$ cat src/design/timer_compare_pkg.sv
package timer_compare_pkg;
   // register indices; byte address is four times the index
   localparam logic [7:0] IDX_CONTROL = 8'h12;
   localparam logic [7:0] IDX_FLAGS = 8'h13;
   localparam logic [7:0] IDX_CAPTURE_HIGH = 8'h14;
   localparam logic [7:0] IDX_CAPTURE_LOW = 8'h15;
   localparam logic [7:0] IDX_COMPARE_HIGH = 8'h16;
   localparam logic [7:0] IDX_COMPARE_LOW = 8'h17;
   localparam logic [7:0] IDX_COUNTER_HIGH = 8'h18;
   localparam logic [7:0] IDX_COUNTER_LOW = 8'h19;

   localparam int CTRL_CAPTURE_IE_BIT = 7;
   localparam int CTRL_COMPARE_IE_BIT = 6;
   localparam int CTRL_OVERFLOW_IE_BIT = 5;
   localparam int CTRL_EDGE_SEL_BIT = 1;
   localparam int CTRL_OUT_LEVEL_BIT = 0;
   localparam int FLAG_CAPTURE_BIT = 7;
   localparam int FLAG_COMPARE_BIT = 6;
   localparam int FLAG_OVERFLOW_BIT = 5;

   localparam logic [15:0] COUNTER_RESET = 16'hFFFC;
   localparam logic [15:0] COUNTER_MAX = 16'hFFFF;
   localparam logic [1:0] PRESCALE_LAST = 2'h3;
   localparam logic [1:0] RESP_OKAY = 2'h0;
   localparam logic [1:0] RESP_SLVERR = 2'h2;

   typedef struct packed {
      logic aw_ready;
      logic w_ready;
      logic ar_ready;
      logic aw_held;
      logic [7:0] aw_idx;
      logic w_held;
      logic [7:0] w_byte;
      logic w_lane0;
      logic bvalid;
      logic [1:0] bresp;
      logic rvalid;
      logic [7:0] rdata;
      logic [1:0] rresp;
      logic [1:0] prescale;
      logic [15:0] counter;
      logic [7:0] counter_low_hold;
      logic counter_low_held;
      logic [15:0] compare_value;
      logic compare_inhibit;
      logic capture_ie;
      logic compare_ie;
      logic overflow_ie;
      logic edge_sel;
      logic out_level;
      logic capture_flag;
      logic compare_flag;
      logic overflow_flag;
      logic capture_armed;
      logic compare_armed;
      logic overflow_armed;
      logic [15:0] capture_value;
      logic capture_block;
      logic source_prev;
      logic stop_pending;
      logic [15:0] stop_value;
      logic stop_prev;
      logic pin;
      logic irq;
   } timer_state_t;
endpackage

$ cat src/design/timer_compare_control_status.sv
// The AXI4-Lite slave port was chosen for this implementation.
`timescale 1ns/1ps
module timer_compare_control_status (
   input wire logic aclk,
   input wire logic aresetn,
   input wire logic power_on_reset_n,
   input wire logic [31:0] s_axi_awaddr,
   input wire logic s_axi_awvalid,
   output logic s_axi_awready,
   input wire logic [31:0] s_axi_wdata,
   input wire logic [3:0] s_axi_wstrb,
   input wire logic s_axi_wvalid,
   output logic s_axi_wready,
   output logic [1:0] s_axi_bresp,
   output logic s_axi_bvalid,
   input wire logic s_axi_bready,
   input wire logic [31:0] s_axi_araddr,
   input wire logic s_axi_arvalid,
   output logic s_axi_arready,
   output logic [31:0] s_axi_rdata,
   output logic [1:0] s_axi_rresp,
   output logic s_axi_rvalid,
   input wire logic s_axi_rready,
   input wire logic capture_input_pin,
   input wire logic comparator_event_flag,
   input wire logic capture_source_sel,
   input wire logic stop_mode,
   output logic compare_output_pin,
   output logic timer_irq
);
   timer_compare_pkg::timer_state_t state_ff;
   timer_compare_pkg::timer_state_t nxt_state;

   function automatic logic mapped(input logic [7:0] idx);
      mapped = idx >= timer_compare_pkg::IDX_CONTROL && idx <= timer_compare_pkg::IDX_COUNTER_LOW;
   endfunction

   logic ar_take;
   logic wr_do;
   logic [7:0] ar_idx;
   logic source;
   logic edge_seen;
   logic tick;
   logic [15:0] counter_next;
   logic [7:0] rd_byte;

   assign s_axi_awready = state_ff.aw_ready;
   assign s_axi_wready = state_ff.w_ready;
   assign s_axi_bvalid = state_ff.bvalid;
   assign s_axi_bresp = state_ff.bresp;
   assign s_axi_arready = state_ff.ar_ready;
   assign s_axi_rvalid = state_ff.rvalid;
   assign s_axi_rresp = state_ff.rresp;
   assign s_axi_rdata = {24'h000000, state_ff.rdata};
   assign compare_output_pin = state_ff.pin;
   assign timer_irq = state_ff.irq;

   always_comb begin
      nxt_state = state_ff;
      ar_idx = s_axi_araddr[9:2];
      ar_take = s_axi_arvalid && !state_ff.rvalid;
      wr_do = state_ff.aw_held && state_ff.w_held && !state_ff.bvalid;
      source = capture_source_sel ? comparator_event_flag : capture_input_pin;
      edge_seen = state_ff.edge_sel ? (source && !state_ff.source_prev) : (!source && state_ff.source_prev);
      // fixed divide-by-four; stop freezes prescaler and counter
      tick = !stop_mode && state_ff.prescale == timer_compare_pkg::PRESCALE_LAST;
      counter_next = state_ff.counter + 16'h0001;
      rd_byte = 8'h00;

      // bus channels: address and data taken in either order
      if (s_axi_awvalid && !state_ff.aw_held) begin
         nxt_state.aw_held = 1'b1;
         nxt_state.aw_idx = s_axi_awaddr[9:2];
      end
      if (s_axi_wvalid && !state_ff.w_held) begin
         nxt_state.w_held = 1'b1;
         nxt_state.w_byte = s_axi_wdata[7:0];
         nxt_state.w_lane0 = s_axi_wstrb[0];
      end
      if (state_ff.bvalid && s_axi_bready) begin
         nxt_state.bvalid = 1'b0;
      end
      if (state_ff.rvalid && s_axi_rready) begin
         nxt_state.rvalid = 1'b0;
      end

      // register reads and their side effects
      if (ar_take) begin
         unique case (ar_idx)
            timer_compare_pkg::IDX_CONTROL: begin
               rd_byte[timer_compare_pkg::CTRL_CAPTURE_IE_BIT] = state_ff.capture_ie;
               rd_byte[timer_compare_pkg::CTRL_COMPARE_IE_BIT] = state_ff.compare_ie;
               rd_byte[timer_compare_pkg::CTRL_OVERFLOW_IE_BIT] = state_ff.overflow_ie;
               rd_byte[timer_compare_pkg::CTRL_EDGE_SEL_BIT] = state_ff.edge_sel;
               rd_byte[timer_compare_pkg::CTRL_OUT_LEVEL_BIT] = state_ff.out_level;
            end
            timer_compare_pkg::IDX_FLAGS: begin
               // flags on top three bits, low bits zero
               rd_byte[timer_compare_pkg::FLAG_CAPTURE_BIT] = state_ff.capture_flag;
               rd_byte[timer_compare_pkg::FLAG_COMPARE_BIT] = state_ff.compare_flag;
               rd_byte[timer_compare_pkg::FLAG_OVERFLOW_BIT] = state_ff.overflow_flag;
               // arming only when the flag is seen set
               nxt_state.capture_armed = state_ff.capture_armed || state_ff.capture_flag;
               nxt_state.compare_armed = state_ff.compare_armed || state_ff.compare_flag;
               nxt_state.overflow_armed = state_ff.overflow_armed || state_ff.overflow_flag;
            end
            timer_compare_pkg::IDX_CAPTURE_HIGH: begin
               rd_byte = state_ff.capture_value[15:8];
               nxt_state.capture_block = 1'b1;
            end
            timer_compare_pkg::IDX_CAPTURE_LOW: begin
               rd_byte = state_ff.capture_value[7:0];
               nxt_state.capture_block = 1'b0;
               if (state_ff.capture_armed) begin
                  nxt_state.capture_flag = 1'b0;
                  nxt_state.capture_armed = 1'b0;
               end
            end
            timer_compare_pkg::IDX_COMPARE_HIGH: begin
               rd_byte = state_ff.compare_value[15:8];
            end
            timer_compare_pkg::IDX_COMPARE_LOW: begin
               rd_byte = state_ff.compare_value[7:0];
               // read of low compare byte clears when armed
               if (state_ff.compare_armed) begin
                  nxt_state.compare_flag = 1'b0;
                  nxt_state.compare_armed = 1'b0;
               end
            end
            timer_compare_pkg::IDX_COUNTER_HIGH: begin
               rd_byte = state_ff.counter[15:8];
               // low byte frozen so a two-byte read is coherent
               if (!state_ff.counter_low_held) begin
                  nxt_state.counter_low_hold = state_ff.counter[7:0];
                  nxt_state.counter_low_held = 1'b1;
               end
            end
            timer_compare_pkg::IDX_COUNTER_LOW: begin
               rd_byte = state_ff.counter_low_held ? state_ff.counter_low_hold : state_ff.counter[7:0];
               nxt_state.counter_low_held = 1'b0;
               if (state_ff.overflow_armed) begin
                  nxt_state.overflow_flag = 1'b0;
                  nxt_state.overflow_armed = 1'b0;
               end
            end
            default: begin
               rd_byte = 8'h00;
            end
         endcase
         nxt_state.rvalid = 1'b1;
         nxt_state.rdata = rd_byte;
         nxt_state.rresp = mapped(ar_idx) ? timer_compare_pkg::RESP_OKAY : timer_compare_pkg::RESP_SLVERR;
      end

      // register writes; flag register ignores writes
      if (wr_do) begin
         nxt_state.aw_held = 1'b0;
         nxt_state.w_held = 1'b0;
         nxt_state.bvalid = 1'b1;
         nxt_state.bresp = mapped(state_ff.aw_idx) ? timer_compare_pkg::RESP_OKAY : timer_compare_pkg::RESP_SLVERR;
         unique case (state_ff.aw_idx)
            timer_compare_pkg::IDX_CONTROL: begin
               if (state_ff.w_lane0) begin
                  nxt_state.capture_ie = state_ff.w_byte[timer_compare_pkg::CTRL_CAPTURE_IE_BIT];
                  nxt_state.compare_ie = state_ff.w_byte[timer_compare_pkg::CTRL_COMPARE_IE_BIT];
                  nxt_state.overflow_ie = state_ff.w_byte[timer_compare_pkg::CTRL_OVERFLOW_IE_BIT];
                  nxt_state.edge_sel = state_ff.w_byte[timer_compare_pkg::CTRL_EDGE_SEL_BIT];
                  nxt_state.out_level = state_ff.w_byte[timer_compare_pkg::CTRL_OUT_LEVEL_BIT];
               end
            end
            timer_compare_pkg::IDX_COMPARE_HIGH: begin
               if (state_ff.w_lane0) begin
                  nxt_state.compare_value[15:8] = state_ff.w_byte;
                  nxt_state.compare_inhibit = 1'b1;
               end
            end
            timer_compare_pkg::IDX_COMPARE_LOW: begin
               if (state_ff.w_lane0) begin
                  nxt_state.compare_value[7:0] = state_ff.w_byte;
                  nxt_state.compare_inhibit = 1'b0;
               end
               // write access also clears when armed
               if (state_ff.compare_armed) begin
                  nxt_state.compare_flag = 1'b0;
                  nxt_state.compare_armed = 1'b0;
               end
            end
            timer_compare_pkg::IDX_COUNTER_LOW: begin
               // any access counts, counter itself is read-only
               if (state_ff.overflow_armed) begin
                  nxt_state.overflow_flag = 1'b0;
                  nxt_state.overflow_armed = 1'b0;
               end
            end
            default: begin
               nxt_state.bvalid = 1'b1;
            end
         endcase
      end

      // timebase; wait mode needs nothing special, timer keeps running
      if (!stop_mode) begin
         nxt_state.prescale = state_ff.prescale + 2'h1;
      end
      if (tick) begin
         nxt_state.counter = counter_next;
         // wrap sets flag, wins over a clear
         if (state_ff.counter == timer_compare_pkg::COUNTER_MAX) begin
            nxt_state.overflow_flag = 1'b1;
         end
         if (!state_ff.compare_inhibit && counter_next == state_ff.compare_value) begin
            // match sets flag, wins over a clear
            nxt_state.compare_flag = 1'b1;
            // level copied to pin; regardless of flag; level select
            nxt_state.pin = state_ff.out_level;
         end
      end

      // capture path
      nxt_state.source_prev = source;
      nxt_state.stop_prev = stop_mode;
      if (edge_seen) begin
         if (stop_mode) begin
            // only the first edge in stop arms
            if (!state_ff.stop_pending) begin
               nxt_state.stop_pending = 1'b1;
               nxt_state.stop_value = state_ff.counter;
            end
         end else if (!state_ff.capture_block) begin
            nxt_state.capture_value = state_ff.counter;
            nxt_state.capture_flag = 1'b1;
         end
      end
      // wake without reset resumes; armed edge delivered now
      if (state_ff.stop_prev && !stop_mode && state_ff.stop_pending) begin
         nxt_state.stop_pending = 1'b0;
         nxt_state.capture_value = state_ff.stop_value;
         nxt_state.capture_flag = 1'b1;
      end

      // level request from flag and enable; gate each source
      nxt_state.irq = (state_ff.capture_flag && state_ff.capture_ie) ||
         (state_ff.compare_flag && state_ff.compare_ie) ||
         (state_ff.overflow_flag && state_ff.overflow_ie);

      if (!power_on_reset_n) begin
         // power-up gives the kept fields a known start
         nxt_state = '0;
         nxt_state.counter = timer_compare_pkg::COUNTER_RESET;
      end else if (!aresetn) begin
         // compare value, flags and capture data survive
         nxt_state.aw_held = 1'b0;
         nxt_state.w_held = 1'b0;
         nxt_state.bvalid = 1'b0;
         nxt_state.rvalid = 1'b0;
         nxt_state.prescale = 2'h0;
         // counter preset even when leaving stop
         nxt_state.counter = timer_compare_pkg::COUNTER_RESET;
         nxt_state.counter_low_held = 1'b0;
         nxt_state.compare_inhibit = 1'b0;
         nxt_state.capture_ie = 1'b0;
         nxt_state.compare_ie = 1'b0;
         nxt_state.overflow_ie = 1'b0;
         nxt_state.out_level = 1'b0;
         nxt_state.edge_sel = state_ff.edge_sel;
         nxt_state.capture_flag = state_ff.capture_flag;
         nxt_state.compare_flag = state_ff.compare_flag;
         nxt_state.overflow_flag = state_ff.overflow_flag;
         nxt_state.capture_armed = 1'b0;
         nxt_state.compare_armed = 1'b0;
         nxt_state.overflow_armed = 1'b0;
         nxt_state.capture_block = 1'b0;
         // edge armed in stop is dropped on reset
         nxt_state.stop_pending = 1'b0;
         nxt_state.stop_prev = 1'b0;
         nxt_state.pin = 1'b0;
         nxt_state.irq = 1'b0;
      end
      // readys kept in flops so no bus output passes through a gate
      nxt_state.aw_ready = !nxt_state.aw_held;
      nxt_state.w_ready = !nxt_state.w_held;
      nxt_state.ar_ready = !nxt_state.rvalid;
   end

   always_ff @(posedge aclk) begin
      state_ff <= nxt_state;
   end
endmodule

$ cat config.mk
export PLATFORM = sky130hd
export DESIGN_NAME = timer_compare_control_status
export DESIGN_NICKNAME = d
export VERILOG_FILES = /design/src/design/timer_compare_pkg.sv /design/src/design/timer_compare_control_status.sv
export SDC_FILE = /design/constraint.sdc
export NUM_CORES = 1
export LEC_CHECK = 0
export BUFFER_PORTS_ARGS = -buffer_cell sky130_fd_sc_hd__buf_2
export CAP_MARGIN = 20
export CORE_MARGIN = 2
export CORE_UTILIZATION = 40
export DETAILED_ROUTE_END_ITERATION = 16
export PLACE_DENSITY = 0.73
export SLEW_MARGIN = 20
export SYNTH_ARGS = -nofsm -noshare
export SYNTH_HDL_FRONTEND = slang
export SYNTH_SLANG_ARGS = --single-unit
$ cat constraint.sdc
create_clock -name aclk -period 4.8 [get_ports aclk]
set_clock_uncertainty 0.05 [all_clocks]
set_input_delay 0.24 -clock aclk [delete_from_list [all_inputs] [get_ports aclk]]
set_output_delay 0.24 -clock aclk [all_outputs]
set_load 0.005 [all_outputs]
==> impl_metrics.py <==
metrics = {
    "global_route": {
        "antenna_found_initial": 0,
        "grt_pass1_vias": 4717,
        "grt_usage_pct": 18.0,
        "grt_max_degree": 89,
        "grt_overflow": 0,
        "grt_pass1_wl_mm": 24.7,
    },
    "power_and_ir_drop": {
        "switching_share_pct": 21.5,
        "internal_power_mw": 2.14,
        "power.leakage_nw": 3.08,
        "max-vdd-ir-drop_mv": 0.239,
        "clockPowerShare_pct": 54.7,
        "power.density_nw_per_um2": 369,
        "total_power_mw": 2.73,
        "switching_power_mw": 0.586,
        "pwr-share-comb_pct": 5.0,
        "seqPwrFrac_pct": 40.3,
    },
    "timing": {
        "timing.final.crit_share_pct": 59.7,
        "relSlewSlack_pct": 33.8,
        "hold_viol": 0,
        "setup_tns_ps": 0,
        "max_freq_mhz": 349,
        "setup_violations": 0,
        "layout_min_cycle_time_ps": 2860,
        "worst_slew_pin_slew_ps": 992,
        "slew_viol_final": 0,
        "rsz0062_at_grt": "no",
    },
    "worst_setup_path": {
        "rrSetupSlack_ps": 1940,
        "cp-end-kind": "register",
        "crit_type": "reg2reg",
        "cp-start-kind": "register",
        "ff2ff_path_depth": 7,
        "required_ps": 5090,
        "cp.arrival_ps": 3150,
        "path_max_fanout": 9,
        "r2r-start": "state_ff[75]",
        "worstReg2RegEnd": "compare_output_pin",
    },
    "yosys": {
        "synthAdderAreaFrac_pct": 0.380,
        "synth_top_area_share_pct": 38.6,
        "synth_flop_cell": "dfxtp_1",
        "syn_avg_cell_area_um2": 9.16,
        "synth-edff-count": 0,
        "synth_cell_types": 72,
        "ys_seq_area_share_pct": 38.6,
        "async_flop_share_pct": 0,
        "synthCells": 719,
        "synth_top_family_by_area": "simple AND/OR/NAND/NOR gates",
        "yosysTopAreaCell": "dfxtp_1",
        "synth_xor_area_share_pct": 4.92,
        "netlist_area_um2": 6590,
        "synthTopCellsByArea": "dfxtp_1 39%, mux2i_1 13%, nor2b_1 5.5%",
        "yosys_warnings": 0,
        "synth_compound_area_share_pct": 11.7,
        "synthSimpleGateAreaFrac_pct": 21.4,
        "synth-seq-cells": 127,
        "synthMuxAreaShare_pct": 13.9,
    },
    "hold_path": {
        "min_from": "s_axi_wvalid",
        "hp-class": "in2reg",
        "whs_path_depth": 2,
        "min_to": "s_axi_wready",
    },
    "routing": {
        "post_drt_via_cell_ratio": 5.24,
        "remaining_drc_errors": 0,
        "finalWirelength_mm": 15.4,
        "drt-pass1-iter-count": 5,
        "drt_first_iter_violations": 305,
        "num_vias": 5056,
        "final_antenna_net_count": 0,
        "wl_per_cell_um": 16.0,
    },
    "layout": {
        "multi_input_area_um2": 3550,
        "layout-drive-gt1-share_pct": 14.6,
        "nets": 849,
        "fin_area_um2": 7390,
        "insertedDiodeCount": 0,
        "regArea_um2": 2540,
        "final_common_cell": "dfxtp_1",
        "nFillCells": 1529,
        "syn_to_final_growth_pct": 12.2,
        "final_cell_mix": "127 x dfxtp_1, 87 x mux2i_1, 76 x nand2_1",
    },
    "cts": {
        "cts-root-buf": "clkbuf_16",
        "cts_tree": "done",
        "cts_setup_buffers": 0,
        "cts_resized": 0,
        "cts.clk_slew.worst_paths_ps": 60,
        "cts_buffers": 17,
        "ctsHoldBuffers": 1,
        "clockBufferDepth": 2,
        "insertion_delay_ps": 430,
        "htree_levels": 4,
        "clock_sinks": 127,
    },
    "die": {
        "ios": 155,
        "die_y_um": 132,
        "die_x_um": 132,
        "start_util_pct": 41.2,
        "coreArea_um2": 16000,
        "fp-row-count": 46,
        "dieArea_um2": 17500,
    },
    "run_status": {
        "status": "finished clean",
    },
    "run": {
        "max_cap_viol_count": 0,
    },
    "placement": {
        "routabilityCongestion": 0.932,
        "dpl_cell_area_um2": 6700,
        "dp_hpwl_mm": 10.7,
        "numPortBuffers": 53,
    },
}
[worst max-delay path, cell delays in order, from the launching register on]
cell	delay, ps
dfxtp_1	610
ha_1	390
nand3_4	140
nor3_1	370
o211ai_1	130
or4_4	430
or4_1	510
a21oi_1	150
[how the worst max path moves through the flow]
stage                     slack (ps)            endpoint    startpoint  cells past startpoint
after global routing            1780  compare_output_pin  state_ff[75]                      7
final                           1940  compare_output_pin  state_ff[75]                      7
after detailed placement        2010  compare_output_pin  state_ff[75]                      7
after floorplan                 2430  compare_output_pin  state_ff[76]                      7
after CTS                       1970  compare_output_pin  state_ff[75]                      7
after global placement          1970  compare_output_pin  state_ff[75]                      7
[routing by layer]
metal | GRT usage (%) | routed length, um
met3 | 5.88 | 1240
met2 | 27.3 | 6890
met5 | 0 | 0
met1 | 23.7 | 6980
met4 | 6.81 | 259
[state kept, by name, indices dropped and copies added, names as in the netlist]
signal / count
s_axi_rresp: 1
s_axi_bvalid: 1
s_axi_awready: 1
s_axi_rvalid: 1
compare_output_pin: 1
timer_irq: 1
s_axi_rdata: 8
s_axi_wready: 1
s_axi_bresp: 1
s_axi_arready: 1
state_ff: 110
[layout make-up]
cell class                 count  share of cell area, %
clock buffer                  19                   6.13
clock inverter                13                   3.13
timing repair buffer          58                   4.13
inverter                      12                  0.609
tap                          216                   3.66
sequential                   127                   34.4
multi-input combinational    519                   48.0
[synthesized netlist by cell type (all sizes together), types with 2 or more instances]
master    n
and3      2
and3b     4
or3b      2
clkbuf   39
a211oi    2
mux2i    87
nand3    18
a221oi    2
xnor2    21
nand2b    9
nor3b     6
o31ai     2
inv      12
nor2     39
nand2    76
nand4     9
o211ai    3
nor4      4
buf      47
nor2b    58
a22oi     4
dfxtp   127
or3       5
a31oi     6
xor2     16
nor4b     2
a21boi   16
nor3      8
a21oi    21
o22ai     5
nand3b    3
and2      2
ha        2
o211a    17
mux4      2
or4       5
o21ai    21
[through the flow]
| stage | setup slack (ps) | util (%) | instances | hold slack (ps) |
|---|---|---|---|---|
| floorplan | 2430 | - | 744 | 320 |
| global placement | 1970 | 41.9 | 931 | 389 |
| detailed placement | 2010 | 41.9 | 931 | 394 |
| finish | 1940 | 46.2 | 964 | 15.2 |
| global route | 1780 | 46.2 | 964 | 3.89 |
| CTS | 1970 | 46.2 | 964 | 1.35 |
[power groups by stage]
stage	clock network (mW)	logic (mW)	registers [mW]
floorplan	0	0.116	1.12
global placement	0	0.133	1.12
detailed placement	0	0.135	1.12
CTS	1.51	0.137	1.10
global route	1.56	0.151	1.10
finish	1.49	0.137	1.10
[logic make-up (layout without fill, tap and decap cells)]
kind of cell               Yosys count  in the layout
other                                1             26
buffers and inverters               98            102
AOI/OAI and AO/OA                  110            110
xor gates and xnor gates            37             37
muxes                               89             89
and+or+nand+nor                    255            255
adders and majority gates            2              2
DFF                                127            127
Note: power is estimated with default switching activity, not from simulation.
